`config.mk`:
```
export PLATFORM = sky130hd
export DESIGN_NAME = swb_buffer
export DESIGN_NICKNAME = d
export VERILOG_FILES = /design/src/shared/swb_pkg.sv /design/src/hw/swb_mem.sv /design/src/hw/swb_buffer.sv
export SDC_FILE = /design/constraint.sdc
export NUM_CORES = 2
export LEC_CHECK = 0
export BUFFER_PORTS_ARGS = -buffer_cell sky130_fd_sc_hd__buf_2
export CORE_MARGIN = 1
export CORE_UTILIZATION = 55
export DETAILED_ROUTE_END_ITERATION = 7
export PLACE_DENSITY = 0.71
export SLEW_MARGIN = 0
export SYNTH_ARGS = -nofsm -noshare
export SYNTH_HDL_FRONTEND = slang
export SYNTH_HIERARCHICAL = 1
export SYNTH_SLANG_ARGS = --single-unit
export TNS_END_PERCENT = 30
```
`constraint.sdc`:
```
create_clock -name mclk_in -period 10.9 [get_ports mclk_in]
set_clock_uncertainty 0.2 [all_clocks]
set_input_delay 2.725 -clock mclk_in [delete_from_list [all_inputs] [get_ports mclk_in]]
set_output_delay 2.725 -clock mclk_in [all_outputs]
set_load 0.01 [all_outputs]
```
`src/shared/swb_pkg.sv`:
```
/*
  Shared constants for the SDRAM posting write buffer and two-line read
  buffer: geometry, register offsets, field positions and reset values.
  Assumes a single system clock and a synchronous active-high reset.
*/
package swb_pkg;

  // Write buffer geometry: one doubleword per level.
  localparam int WB_DEPTH = 32;
  localparam int WB_IDX_W = 5;
  localparam logic [5:0] WB_COUNT_FULL = 6'h20;
  localparam logic [5:0] WB_COUNT_EMPTY = 6'h00;

  // Doubleword address is system address bits 27..2.
  localparam int ADDR_W = 26;
  localparam int LINE_W = 24;
  localparam int DATA_W = 32;
  localparam int BE_W = 4;
  localparam int TRACE_W = 3;

  // Read buffer: two lines of four doublewords each.
  localparam int RB_LINES = 2;
  localparam int RB_IDX_W = 3;
  localparam logic [1:0] FILL_LAST = 2'h3;
  localparam logic [1:0] LINE_FIRST_DW = 2'h0;

  // Register offsets and reset values.
  localparam logic [7:0] OFF_SDRAM_CONTROL = 8'h10;
  localparam logic [7:0] OFF_BUFFER_CONTROL = 8'h40;
  localparam logic [7:0] RST_SDRAM_CONTROL = 8'h00;
  localparam logic [7:0] RST_BUFFER_CONTROL = 8'h00;

  // Field positions inside the two registers.
  localparam int CTL_TRACE_BIT = 4;
  localparam int BC_WB_EN_BIT = 0;
  localparam int BC_WMARK_LSB = 1;
  localparam int BC_RA_EN_BIT = 3;
  localparam int BC_FLUSH_BIT = 4;
  localparam int BC_EMPTY_BIT = 5;

  // Master codes presented with every request.
  localparam logic [1:0] MSTR_CPU = 2'h0;
  localparam logic [1:0] MSTR_PCI = 2'h1;
  localparam logic [1:0] MSTR_DMA = 2'h2;

endpackage : swb_pkg

```
`src/hw/swb_mem.sv`:
```
/*
  Small byte-writable memory with a registered read port, used for the
  write buffer data store and the read buffer line store.
  Assumes one clock; read data appear one edge after the read address.
*/
module swb_mem #(
  parameter int ADDR_BITS = 5
) (
  input wire logic mclk_in,
  input wire logic [3:0] we_in,
  input wire logic [ADDR_BITS-1:0] waddr_in,
  input wire logic [31:0] wdata_in,
  input wire logic [ADDR_BITS-1:0] raddr_in,
  output logic [31:0] rdata_out
);

  logic [31:0] store [2**ADDR_BITS];

  // Byte lanes are written independently so merges touch only their bytes.
  always_ff @(posedge mclk_in) begin
    for (int b = 0; b < 4; b++) begin
      if (we_in[b]) begin
        store[waddr_in][8*b +: 8] <= wdata_in[8*b +: 8];
      end
    end
  end

  // Registered read; a write to the same word shows on the next read.
  always_ff @(posedge mclk_in) begin
    rdata_out <= store[raddr_in];
  end

endmodule : swb_mem

```
`src/hw/swb_buffer.sv`:
```
/*
  SDRAM write buffer (32-level snooping FIFO) and two-line read buffer
  with read-ahead, sitting between the system masters and the SDRAM
  controller, plus its two control registers and the trace pin mux.
  Assumes masters hold a request until acknowledged and drop it in the
  cycle the acknowledge is seen; the SDRAM side completes one doubleword
  per cycle in which request and acknowledge are both high.
*/
module swb_buffer (
  input wire logic mclk_in,
  input wire logic sys_rst_in,
  input wire logic [7:0] reg_addr_in,
  input wire logic reg_wr_in,
  input wire logic [7:0] reg_wdata_in,
  output logic [7:0] reg_rdata_out,
  input wire logic m_req_in,
  input wire logic m_we_in,
  input wire logic [25:0] m_addr_in,
  input wire logic [3:0] m_be_in,
  input wire logic [31:0] m_wdata_in,
  input wire logic m_burst_in,
  input wire logic [1:0] m_master_in,
  output logic m_ack_out,
  output logic [31:0] m_rdata_out,
  output logic sd_req_out,
  output logic sd_we_out,
  output logic [25:0] sd_addr_out,
  output logic [3:0] sd_be_out,
  output logic [31:0] sd_wdata_out,
  input wire logic sd_ack_in,
  input wire logic [31:0] sd_rdata_in,
  input wire logic [2:0] default_pins_in,
  output logic [2:0] master_trace_pins_out
);

  typedef enum logic [3:0] {
    SWB_IDLE, SWB_DR_RD, SWB_DR_LD, SWB_DR_WAIT, SWB_WT_WAIT,
    SWB_FILL, SWB_RD_MEM, SWB_RESP, SWB_HOLD
  } swb_state_t;

  // Line tag compare, used for hits, invalidation and prefetch checks.
  function automatic logic swb_line_match(input logic valid,
      input logic [23:0] tag, input logic [25:0] addr);
    return valid && (tag == addr[25:2]);
  endfunction : swb_line_match

  // One trace bit per master so merged levels can show several owners.
  function automatic logic [2:0] swb_master_bit(input logic [1:0] code);
    logic [2:0] bits;
    bits = 3'h0;
    if (code == swb_pkg::MSTR_CPU) bits = 3'h1;
    if (code == swb_pkg::MSTR_PCI) bits = 3'h2;
    if (code == swb_pkg::MSTR_DMA) bits = 3'h4;
    return bits;
  endfunction : swb_master_bit

  swb_state_t state;
  logic [25:0] ent_tag [swb_pkg::WB_DEPTH];
  logic [3:0] ent_be [swb_pkg::WB_DEPTH];
  logic [2:0] ent_trace [swb_pkg::WB_DEPTH];
  logic [31:0] ent_valid;
  logic [4:0] head;
  logic [4:0] tail;
  logic [5:0] count;
  logic wb_en;
  logic ra_en;
  logic [1:0] wmark;
  logic trace_en;
  logic flush_pend;
  logic [23:0] rb_tag [swb_pkg::RB_LINES];
  logic [1:0] rb_valid;
  logic rd_line_q;
  logic [23:0] rp_line;
  logic [1:0] fill_cnt;
  logic pf_q;
  logic snoop_hit_q;
  logic [3:0] snoop_be_q;
  logic [31:0] wb_rdata;
  logic [31:0] rb_rdata;
  logic [31:0] merged;
  logic [4:0] cam_idx;

  // Associative compare of the master address, and of the line being filled, against every level.
  wire [31:0] hit_vec;
  wire [31:0] line_vec;
  genvar gi;
  generate
    for (gi = 0; gi < swb_pkg::WB_DEPTH; gi++) begin : g_cam
      assign hit_vec[gi] = wb_en && ent_valid[gi] &&
                           (ent_tag[gi] == m_addr_in);
      assign line_vec[gi] = ent_valid[gi] && (ent_tag[gi][25:2] == rp_line);
    end
  endgenerate

  // Only one level can match a given doubleword, so a simple scan is safe.
  always_comb begin
    cam_idx = 5'h00;
    for (int i = 0; i < swb_pkg::WB_DEPTH; i++) begin
      if (hit_vec[i]) cam_idx = 5'(i);
    end
  end

  // Status and decision terms.
  wire cam_hit = |hit_vec;
  wire line_dirty = |line_vec;
  wire wb_empty = (count == swb_pkg::WB_COUNT_EMPTY);
  wire wb_full = (count == swb_pkg::WB_COUNT_FULL);
  wire must_drain = !wb_empty && (!wb_en || flush_pend);
  wire rd_req = m_req_in && !m_we_in;
  wire wr_req = m_req_in && m_we_in;
  wire wr_post = wr_req && wb_en && (cam_hit || !wb_full);
  wire wr_thru = wr_req && !wb_en;
  wire in_idle = (state == SWB_IDLE);
  wire post_now = in_idle && !must_drain && !rd_req && wr_post;
  wire thru_now = in_idle && !must_drain && !rd_req && wr_thru;
  wire drain_done = (state == SWB_DR_WAIT) && sd_ack_in;
  wire fill_ack = (state == SWB_FILL) && sd_ack_in;
  wire fill_done = fill_ack && (fill_cnt == swb_pkg::FILL_LAST);

  // Read buffer lookup, victim choice and the line after the request.
  wire rb_hit0 = swb_line_match(rb_valid[0], rb_tag[0], m_addr_in);
  wire rb_hit1 = swb_line_match(rb_valid[1], rb_tag[1], m_addr_in);
  wire rb_hit = rb_hit0 || rb_hit1;
  wire victim = !rb_valid[0] ? 1'b0 : (!rb_valid[1] ? 1'b1 : !rd_line_q);
  wire [23:0] next_line = 24'(m_addr_in[25:2] + 24'h000001);
  wire [25:0] next_addr = {next_line, swb_pkg::LINE_FIRST_DW};
  wire pf_skip = swb_line_match(rb_valid[0], rb_tag[0], next_addr) ||
                 swb_line_match(rb_valid[1], rb_tag[1], next_addr);
  wire pf_go = ra_en && m_burst_in && !pf_skip;

  // Memory port steering: drains read the head, snoops read the hit.
  wire [4:0] wb_raddr = (state == SWB_DR_RD) ? head : cam_idx;
  wire [3:0] wb_we = post_now ? m_be_in : 4'h0;
  wire [4:0] wb_waddr = cam_hit ? cam_idx : tail;
  wire rb_rsel = in_idle ? rb_hit1 : rd_line_q;
  wire [2:0] rb_raddr = {rb_rsel, m_addr_in[1:0]};
  wire [3:0] rb_we = fill_ack ? 4'hF : 4'h0;
  wire [2:0] rb_waddr = {rd_line_q, sd_addr_out[1:0]};

  swb_mem #(.ADDR_BITS(swb_pkg::WB_IDX_W)) u_wb_data (
    .mclk_in(mclk_in),
    .we_in(wb_we),
    .waddr_in(wb_waddr),
    .wdata_in(m_wdata_in),
    .raddr_in(wb_raddr),
    .rdata_out(wb_rdata)
  );

  swb_mem #(.ADDR_BITS(swb_pkg::RB_IDX_W)) u_rb_data (
    .mclk_in(mclk_in),
    .we_in(rb_we),
    .waddr_in(rb_waddr),
    .wdata_in(sd_rdata_in),
    .raddr_in(rb_raddr),
    .rdata_out(rb_rdata)
  );

  // Read-merge: newer posted bytes override what SDRAM returned.
  always_comb begin
    for (int b = 0; b < 4; b++) begin
      merged[8*b +: 8] = (snoop_hit_q && snoop_be_q[b]) ?
                         wb_rdata[8*b +: 8] : rb_rdata[8*b +: 8];
    end
  end

  // Snoop result is sampled alongside the memory read it belongs to.
  always_ff @(posedge mclk_in) begin
    snoop_hit_q <= cam_hit;
    snoop_be_q <= ent_be[cam_idx];
  end

  // Level contents: merge into a hit level or fill the tail level.
  always_ff @(posedge mclk_in) begin
    if (post_now && cam_hit) begin
      ent_be[cam_idx] <= ent_be[cam_idx] | m_be_in;
      ent_trace[cam_idx] <= ent_trace[cam_idx] |
                            swb_master_bit(m_master_in);
    end else if (post_now) begin
      ent_tag[tail] <= m_addr_in;
      ent_be[tail] <= m_be_in;
      ent_trace[tail] <= swb_master_bit(m_master_in);
    end
  end

  // FIFO pointers and level valid bits; drains leave in arrival order.
  always_ff @(posedge mclk_in) begin
    if (sys_rst_in) begin
      ent_valid <= 32'h0000_0000;
      head <= 5'h00;
      tail <= 5'h00;
      count <= swb_pkg::WB_COUNT_EMPTY;
    end else if (post_now && !cam_hit) begin
      ent_valid[tail] <= 1'b1;
      tail <= tail + 5'h01;
      count <= count + 6'h01;
    end else if (drain_done) begin
      ent_valid[head] <= 1'b0;
      head <= head + 5'h01;
      count <= count - 6'h01;
    end
  end

  // Software registers; the flush request set wins over its completion.
  always_ff @(posedge mclk_in) begin
    if (sys_rst_in) begin
      wb_en <= swb_pkg::RST_BUFFER_CONTROL[swb_pkg::BC_WB_EN_BIT];
      ra_en <= swb_pkg::RST_BUFFER_CONTROL[swb_pkg::BC_RA_EN_BIT];
      wmark <= swb_pkg::RST_BUFFER_CONTROL[swb_pkg::BC_WMARK_LSB +: 2];
      flush_pend <= 1'b0;
      trace_en <= swb_pkg::RST_SDRAM_CONTROL[swb_pkg::CTL_TRACE_BIT];
    end else begin
      if (reg_wr_in && reg_addr_in == swb_pkg::OFF_BUFFER_CONTROL) begin
        wb_en <= reg_wdata_in[swb_pkg::BC_WB_EN_BIT];
        ra_en <= reg_wdata_in[swb_pkg::BC_RA_EN_BIT];
        wmark <= reg_wdata_in[swb_pkg::BC_WMARK_LSB +: 2];
      end
      if (reg_wr_in && reg_addr_in == swb_pkg::OFF_SDRAM_CONTROL) begin
        trace_en <= reg_wdata_in[swb_pkg::CTL_TRACE_BIT];
      end
      if (reg_wr_in && reg_addr_in == swb_pkg::OFF_BUFFER_CONTROL &&
          reg_wdata_in[swb_pkg::BC_FLUSH_BIT]) begin
        flush_pend <= 1'b1;
      end else if (wb_empty) begin
        flush_pend <= 1'b0;
      end
    end
  end

  // Read-back: flush bit stays high until the buffer has emptied.
  wire [7:0] ctl_view = 8'({trace_en, 4'h0}) & 8'h10;
  wire [7:0] bc_view = {2'h0, wb_empty, flush_pend, ra_en, wmark, wb_en};
  wire [7:0] reg_view =
    (reg_addr_in == swb_pkg::OFF_SDRAM_CONTROL) ? ctl_view :
    (reg_addr_in == swb_pkg::OFF_BUFFER_CONTROL) ? bc_view : 8'h00;

  always_ff @(posedge mclk_in) begin
    if (sys_rst_in) reg_rdata_out <= 8'h00;
    else reg_rdata_out <= reg_view;
  end

  // Trace on: pins show the draining level's owners, else zero; trace off: the default signals.
  always_ff @(posedge mclk_in) begin
    if (sys_rst_in) begin
      master_trace_pins_out <= 3'h0;
    end else if (trace_en) begin
      master_trace_pins_out <= (state == SWB_DR_WAIT) ?
                               ent_trace[head] : 3'h0;
    end else begin
      master_trace_pins_out <= default_pins_in;
    end
  end

  // Read buffer tags: fills clear a line until it is complete, writes and
  // drains that touch a line drop it. A line that still has posted data
  // pending is not kept, since its copy would be stale.
  always_ff @(posedge mclk_in) begin
    if (sys_rst_in) begin
      rb_valid <= 2'h0;
    end else if (in_idle && !must_drain && rd_req && !rb_hit) begin
      rb_valid[victim] <= 1'b0;
      rb_tag[victim] <= m_addr_in[25:2];
    end else if (state == SWB_RESP && pf_go) begin
      rb_valid[!rd_line_q] <= 1'b0;
      rb_tag[!rd_line_q] <= next_line;
    end else if (fill_done) begin
      rb_valid[rd_line_q] <= !line_dirty;
    end else if (post_now || thru_now) begin
      for (int k = 0; k < 2; k++) begin
        if (swb_line_match(rb_valid[k], rb_tag[k], m_addr_in)) begin
          rb_valid[k] <= 1'b0;
        end
      end
    end else if (drain_done) begin
      for (int k = 0; k < 2; k++) begin
        if (swb_line_match(rb_valid[k], rb_tag[k], ent_tag[head])) begin
          rb_valid[k] <= 1'b0;
        end
      end
    end
  end

  // Doubleword counter for line fills.
  always_ff @(posedge mclk_in) begin
    if (sys_rst_in || state != SWB_FILL) fill_cnt <= 2'h0;
    else if (sd_ack_in) fill_cnt <= fill_cnt + 2'h1;
  end

  // Sequencer: a disabled or flushing buffer drains first, then reads, then
  // writes; a full buffer drains one level before the waiting post is taken.
  always_ff @(posedge mclk_in) begin
    if (sys_rst_in) begin
      state <= SWB_IDLE;
      m_ack_out <= 1'b0;
      m_rdata_out <= 32'h0000_0000;
      sd_req_out <= 1'b0;
      sd_we_out <= 1'b0;
      sd_addr_out <= 26'h000_0000;
      sd_be_out <= 4'h0;
      sd_wdata_out <= 32'h0000_0000;
      rd_line_q <= 1'b0;
      rp_line <= 24'h00_0000;
      pf_q <= 1'b0;
    end else begin
      m_ack_out <= 1'b0;
      unique case (state)
        SWB_IDLE: begin
          if (must_drain) begin
            state <= SWB_DR_RD;
          end else if (rd_req && rb_hit) begin
            rd_line_q <= rb_hit1;
            state <= SWB_RESP;
          end else if (rd_req) begin
            rd_line_q <= victim;
            rp_line <= m_addr_in[25:2];
            pf_q <= 1'b0;
            sd_req_out <= 1'b1;
            sd_we_out <= 1'b0;
            sd_addr_out <= m_addr_in;
            sd_be_out <= 4'hF;
            state <= SWB_FILL;
          end else if (wr_thru) begin
            sd_req_out <= 1'b1;
            sd_we_out <= 1'b1;
            sd_addr_out <= m_addr_in;
            sd_be_out <= m_be_in;
            sd_wdata_out <= m_wdata_in;
            state <= SWB_WT_WAIT;
          end else if (wr_post) begin
            m_ack_out <= 1'b1;
            state <= SWB_HOLD;
          end else if (wr_req) begin
            state <= SWB_DR_RD;
          end
        end
        SWB_DR_RD: state <= SWB_DR_LD;
        SWB_DR_LD: begin
          sd_req_out <= 1'b1;
          sd_we_out <= 1'b1;
          sd_addr_out <= ent_tag[head];
          sd_be_out <= ent_be[head];
          sd_wdata_out <= wb_rdata;
          state <= SWB_DR_WAIT;
        end
        SWB_DR_WAIT: begin
          if (sd_ack_in) begin
            sd_req_out <= 1'b0;
            state <= SWB_IDLE;
          end
        end
        SWB_WT_WAIT: begin
          if (sd_ack_in) begin
            sd_req_out <= 1'b0;
            m_ack_out <= 1'b1;
            state <= SWB_HOLD;
          end
        end
        SWB_FILL: begin
          if (sd_ack_in) begin
            sd_addr_out[1:0] <= sd_addr_out[1:0] + 2'h1;
          end
          if (fill_done) begin
            sd_req_out <= 1'b0;
            state <= pf_q ? SWB_IDLE : SWB_RD_MEM;
          end
        end
        SWB_RD_MEM: state <= SWB_RESP;
        SWB_RESP: begin
          m_rdata_out <= merged;
          m_ack_out <= 1'b1;
          if (pf_go) begin
            rd_line_q <= !rd_line_q;
            rp_line <= next_line;
            pf_q <= 1'b1;
            sd_req_out <= 1'b1;
            sd_we_out <= 1'b0;
            sd_addr_out <= next_addr;
            sd_be_out <= 4'hF;
            state <= SWB_FILL;
          end else begin
            state <= SWB_HOLD;
          end
        end
        SWB_HOLD: state <= SWB_IDLE;
      endcase
    end
  end

endmodule : swb_buffer

```
==> metrics <==
clk buf depth 4; pin count of the biggest net entering global routing 120; Fin. Hold Viols 0; CP bufs+invs 4; Initial DRC Count 13.1k; total grt overflow 0; placed cell areas 135,000 sq um; Total Die Area 238,000 sq um; Psw 7.68 mW; Synth Flop Type edfxtp_1; RSZ-0062 raised after global routing no; Mapped Avg Cell Area 14.0 sq um; Relative slew margins 0.0886; largest cells by area after synthesis edfxtp_1 (55%), xor2_1 (8.1%), mux4_2 (6.2%); CP cell instances buf_4, xor2_1, nor4_1, and4_1, a211oi_1, o311ai_0, a221oi_1, buf_4, o311ai_4, buf_4, mux2_2, o32a_1, o311ai_1, a221o_1, nor4_2, a21o_1, buf_4; Worst path most repeated cell buf_4; first-pass GRT wire length 656,000 um; Critical-path top delay cell o311ai_0; filler cell count 17.5k; Core Region 233,000 sq um; # IOs 230; crit-path max cell delay 1.09 ns; Clock Tree Root clkbuf_16; DRC 0; Synth async-reset ratio 0; Die Y-Extent 488 um; Cells after Synth 9,297; final setup fails 0; CTS tree built; sequential power share 0.443; switch share 0.291; Wirelength per Cell 36.8 um; Final period util 0.800; htree depth 5; crit path launch type input port; gr usage total 0.397; top-area cell type share of the netlist area 0.552; WP data arrival 9.22 ns; via/cell ratio 6.88; Seq cells post-synth 2,652; EDFF count, synth 2,384; Critical Path Sink Type register; share of layout cells above drive strength 1 0.158; internal power 18.7 mW; Slew @ Worst Pin 1.33 ns; post-layout worst setup margin 2.18 ns; post-CTS sizing 0; drt first pass iters 6; CTS sink count 2,652; antenna violations before repair 53; HP Class register to register; area delta synth->final 11.8%; post-CTS setup buffers 0; CTS buffer count 299; Total Wirelength 477,000 um; worst hold slack 0.262 ns; worst skew pair latency 0.98 ns; Pwr Total 26.4 mW; Starting Density 0.556; register area share after synthesis 0.593; row count 177; run status completed; IO Port Bufs 224; GP Congestion 1.10; ANT nets after route 0; family with the most delay on the worst path compound AO/OA/AOI/OAI gates; Setup WS pre-CTS 1.59 ns; # nets final 9,733; PD cells 182 nW/um^2; top cell type by total area after synthesis edfxtp_1; max frequency 0.115 GHz; Max Cap Viol 0; Netlist cell types 99; post-layout minimum cycle time 8.72 ns; Die X 488 um; vias in the first global route 84.8k; category of the most critical setup path input port to register; mapped cell area 130,000 sq um; reg-to-reg setup timing slack 3.79 ns; Leak 47.2 nW; Worst EP required 11.40 ns; Via Count 89.2k; post-route cell area 145,000 sq um; Yosys Warn Count 6; max-slew violation count 0; Worst-path clk slew 0.06 ns; Clock Power Share 0.380; HPWL Detailed 330,000 um; setup TNS 0 ns; crit path max fanout 37; VDD IR max 0.168 mV; # hold bufs at CTS 0; Combinational Power Share 0.176
-- synth_stat cells, types with 21 or more instances --
| master | instances |
|---|---|
| a211oi_1 | 72 |
| a21oi_1 | 169 |
| a22o_1 | 66 |
| a22oi_1 | 100 |
| a311oi_1 | 69 |
| a31oi_1 | 42 |
| and2_1 | 162 |
| and3_1 | 34 |
| buf_1 | 90 |
| buf_2 | 117 |
| buf_4 | 72 |
| buf_6 | 41 |
| clkbuf_1 | 269 |
| dfxtp_1 | 268 |
| edfxtp_1 | 2384 |
| inv_1 | 34 |
| mux2_2 | 57 |
| mux2i_1 | 631 |
| mux4_1 | 40 |
| mux4_2 | 356 |
| nand2_1 | 437 |
| nand2b_1 | 35 |
| nand3_1 | 281 |
| nand4_1 | 217 |
| nor2_1 | 440 |
| nor3_1 | 164 |
| nor4_1 | 419 |
| o211ai_1 | 36 |
| o21ai_0 | 55 |
| or2_2 | 21 |
| or3_1 | 31 |
| or4_1 | 28 |
| xnor2_1 | 582 |
| xor2_1 | 1205 |
-- routing by layer --
layer,part of all wire,vias to the layer above,GRT usage
met5,0.00036,-,0
met4,0.069,26,0.234
met3,0.14,1419,0.130
met2,0.43,6916,0.573
met1,0.37,44809,0.523
li1,-,36071,-
-- metrics by stage --
stage,instances,utilization
3_3_place_gp,12426,0.580
4_1_cts,12947,0.621
5_1_grt,12953,0.621
6_report,12970,0.621
3_5_place_dp,12426,0.580
2_1_floorplan,9298,-
-- worst register-to-register path, delay by kind of cell, from the launching register on --
family / cells / cell delay, ns
buffers and inverters: 7 / 2.87
AOI/OAI and AO/OA: 7 / 1.92
and+or+nand+nor: 6 / 1.55
DFF: 1 / 0.33
-- layout by cell type, fill, tap and decap left out, types with 217 or more instances in the layout --
master,count
nand2_1,436
nand4_1,217
clkbuf_16,309
buf_4,351
xor2_1,1205
edfxtp_1,2384
mux2i_1,631
dfxtp_1,237
nor2_1,405
nor4_1,413
xnor2_1,582
nand3_1,281
mux4_2,356
-- power groups by stage --
stage	Combinational, mW	Sequential (mW)	Clock (mW)
final	4.66	11.7	10.0
after global routing	4.81	11.7	10.5
after CTS	4.53	11.7	10.1
after detailed placement	4.50	11.9	0
after global placement	4.47	11.9	0
after floorplan	2.57	11.6	0
-- sequential cells by signal, summed over array words and instances, names as in the netlist, 48 cells and up, named ones only --
signal / count
u_rb_data/store: 256
ent_tag: 832
u_wb_data/store: 1024
rb_tag: 48
ent_be: 128
ent_trace: 96
-- path summary, 6_finish.rpt --
check,cells after the start,endpoint,start
max,17,ent_be[5][2],m_addr_in[24]
max reg2reg,20,ent_be[19][1],wb_en
min reg2reg,2,wmark[0],wmark[0]
min,2,wmark[0],wmark[0]
-- layout make-up --
class	instances	area [sq um]	area share
inverters	35	133	0.000915
flip-flops and latches	2652	77000	0.531
well taps	3132	3920	0.0270
repair buffers	589	4430	0.0305
clock inverters	132	1370	0.00945
diodes	23	57.6	0.000397
multi-input cells	6018	49900	0.344
clock buffers	389	8200	0.0566
-- cell families after synthesis --
family,count (synthesis),share of synthesized area
other,1,0.0000289
multiplexers,1084,0.124
adder cells (fa/ha/maj),16,0.00160
AND/OR/NAND/NOR,2370,0.0951
buffers and inverters,628,0.0238
AO/OA/AOI/OAI,758,0.0417
flip-flops,2652,0.593
XOR/XNOR,1788,0.121
(Power assumes the default switching activity.)
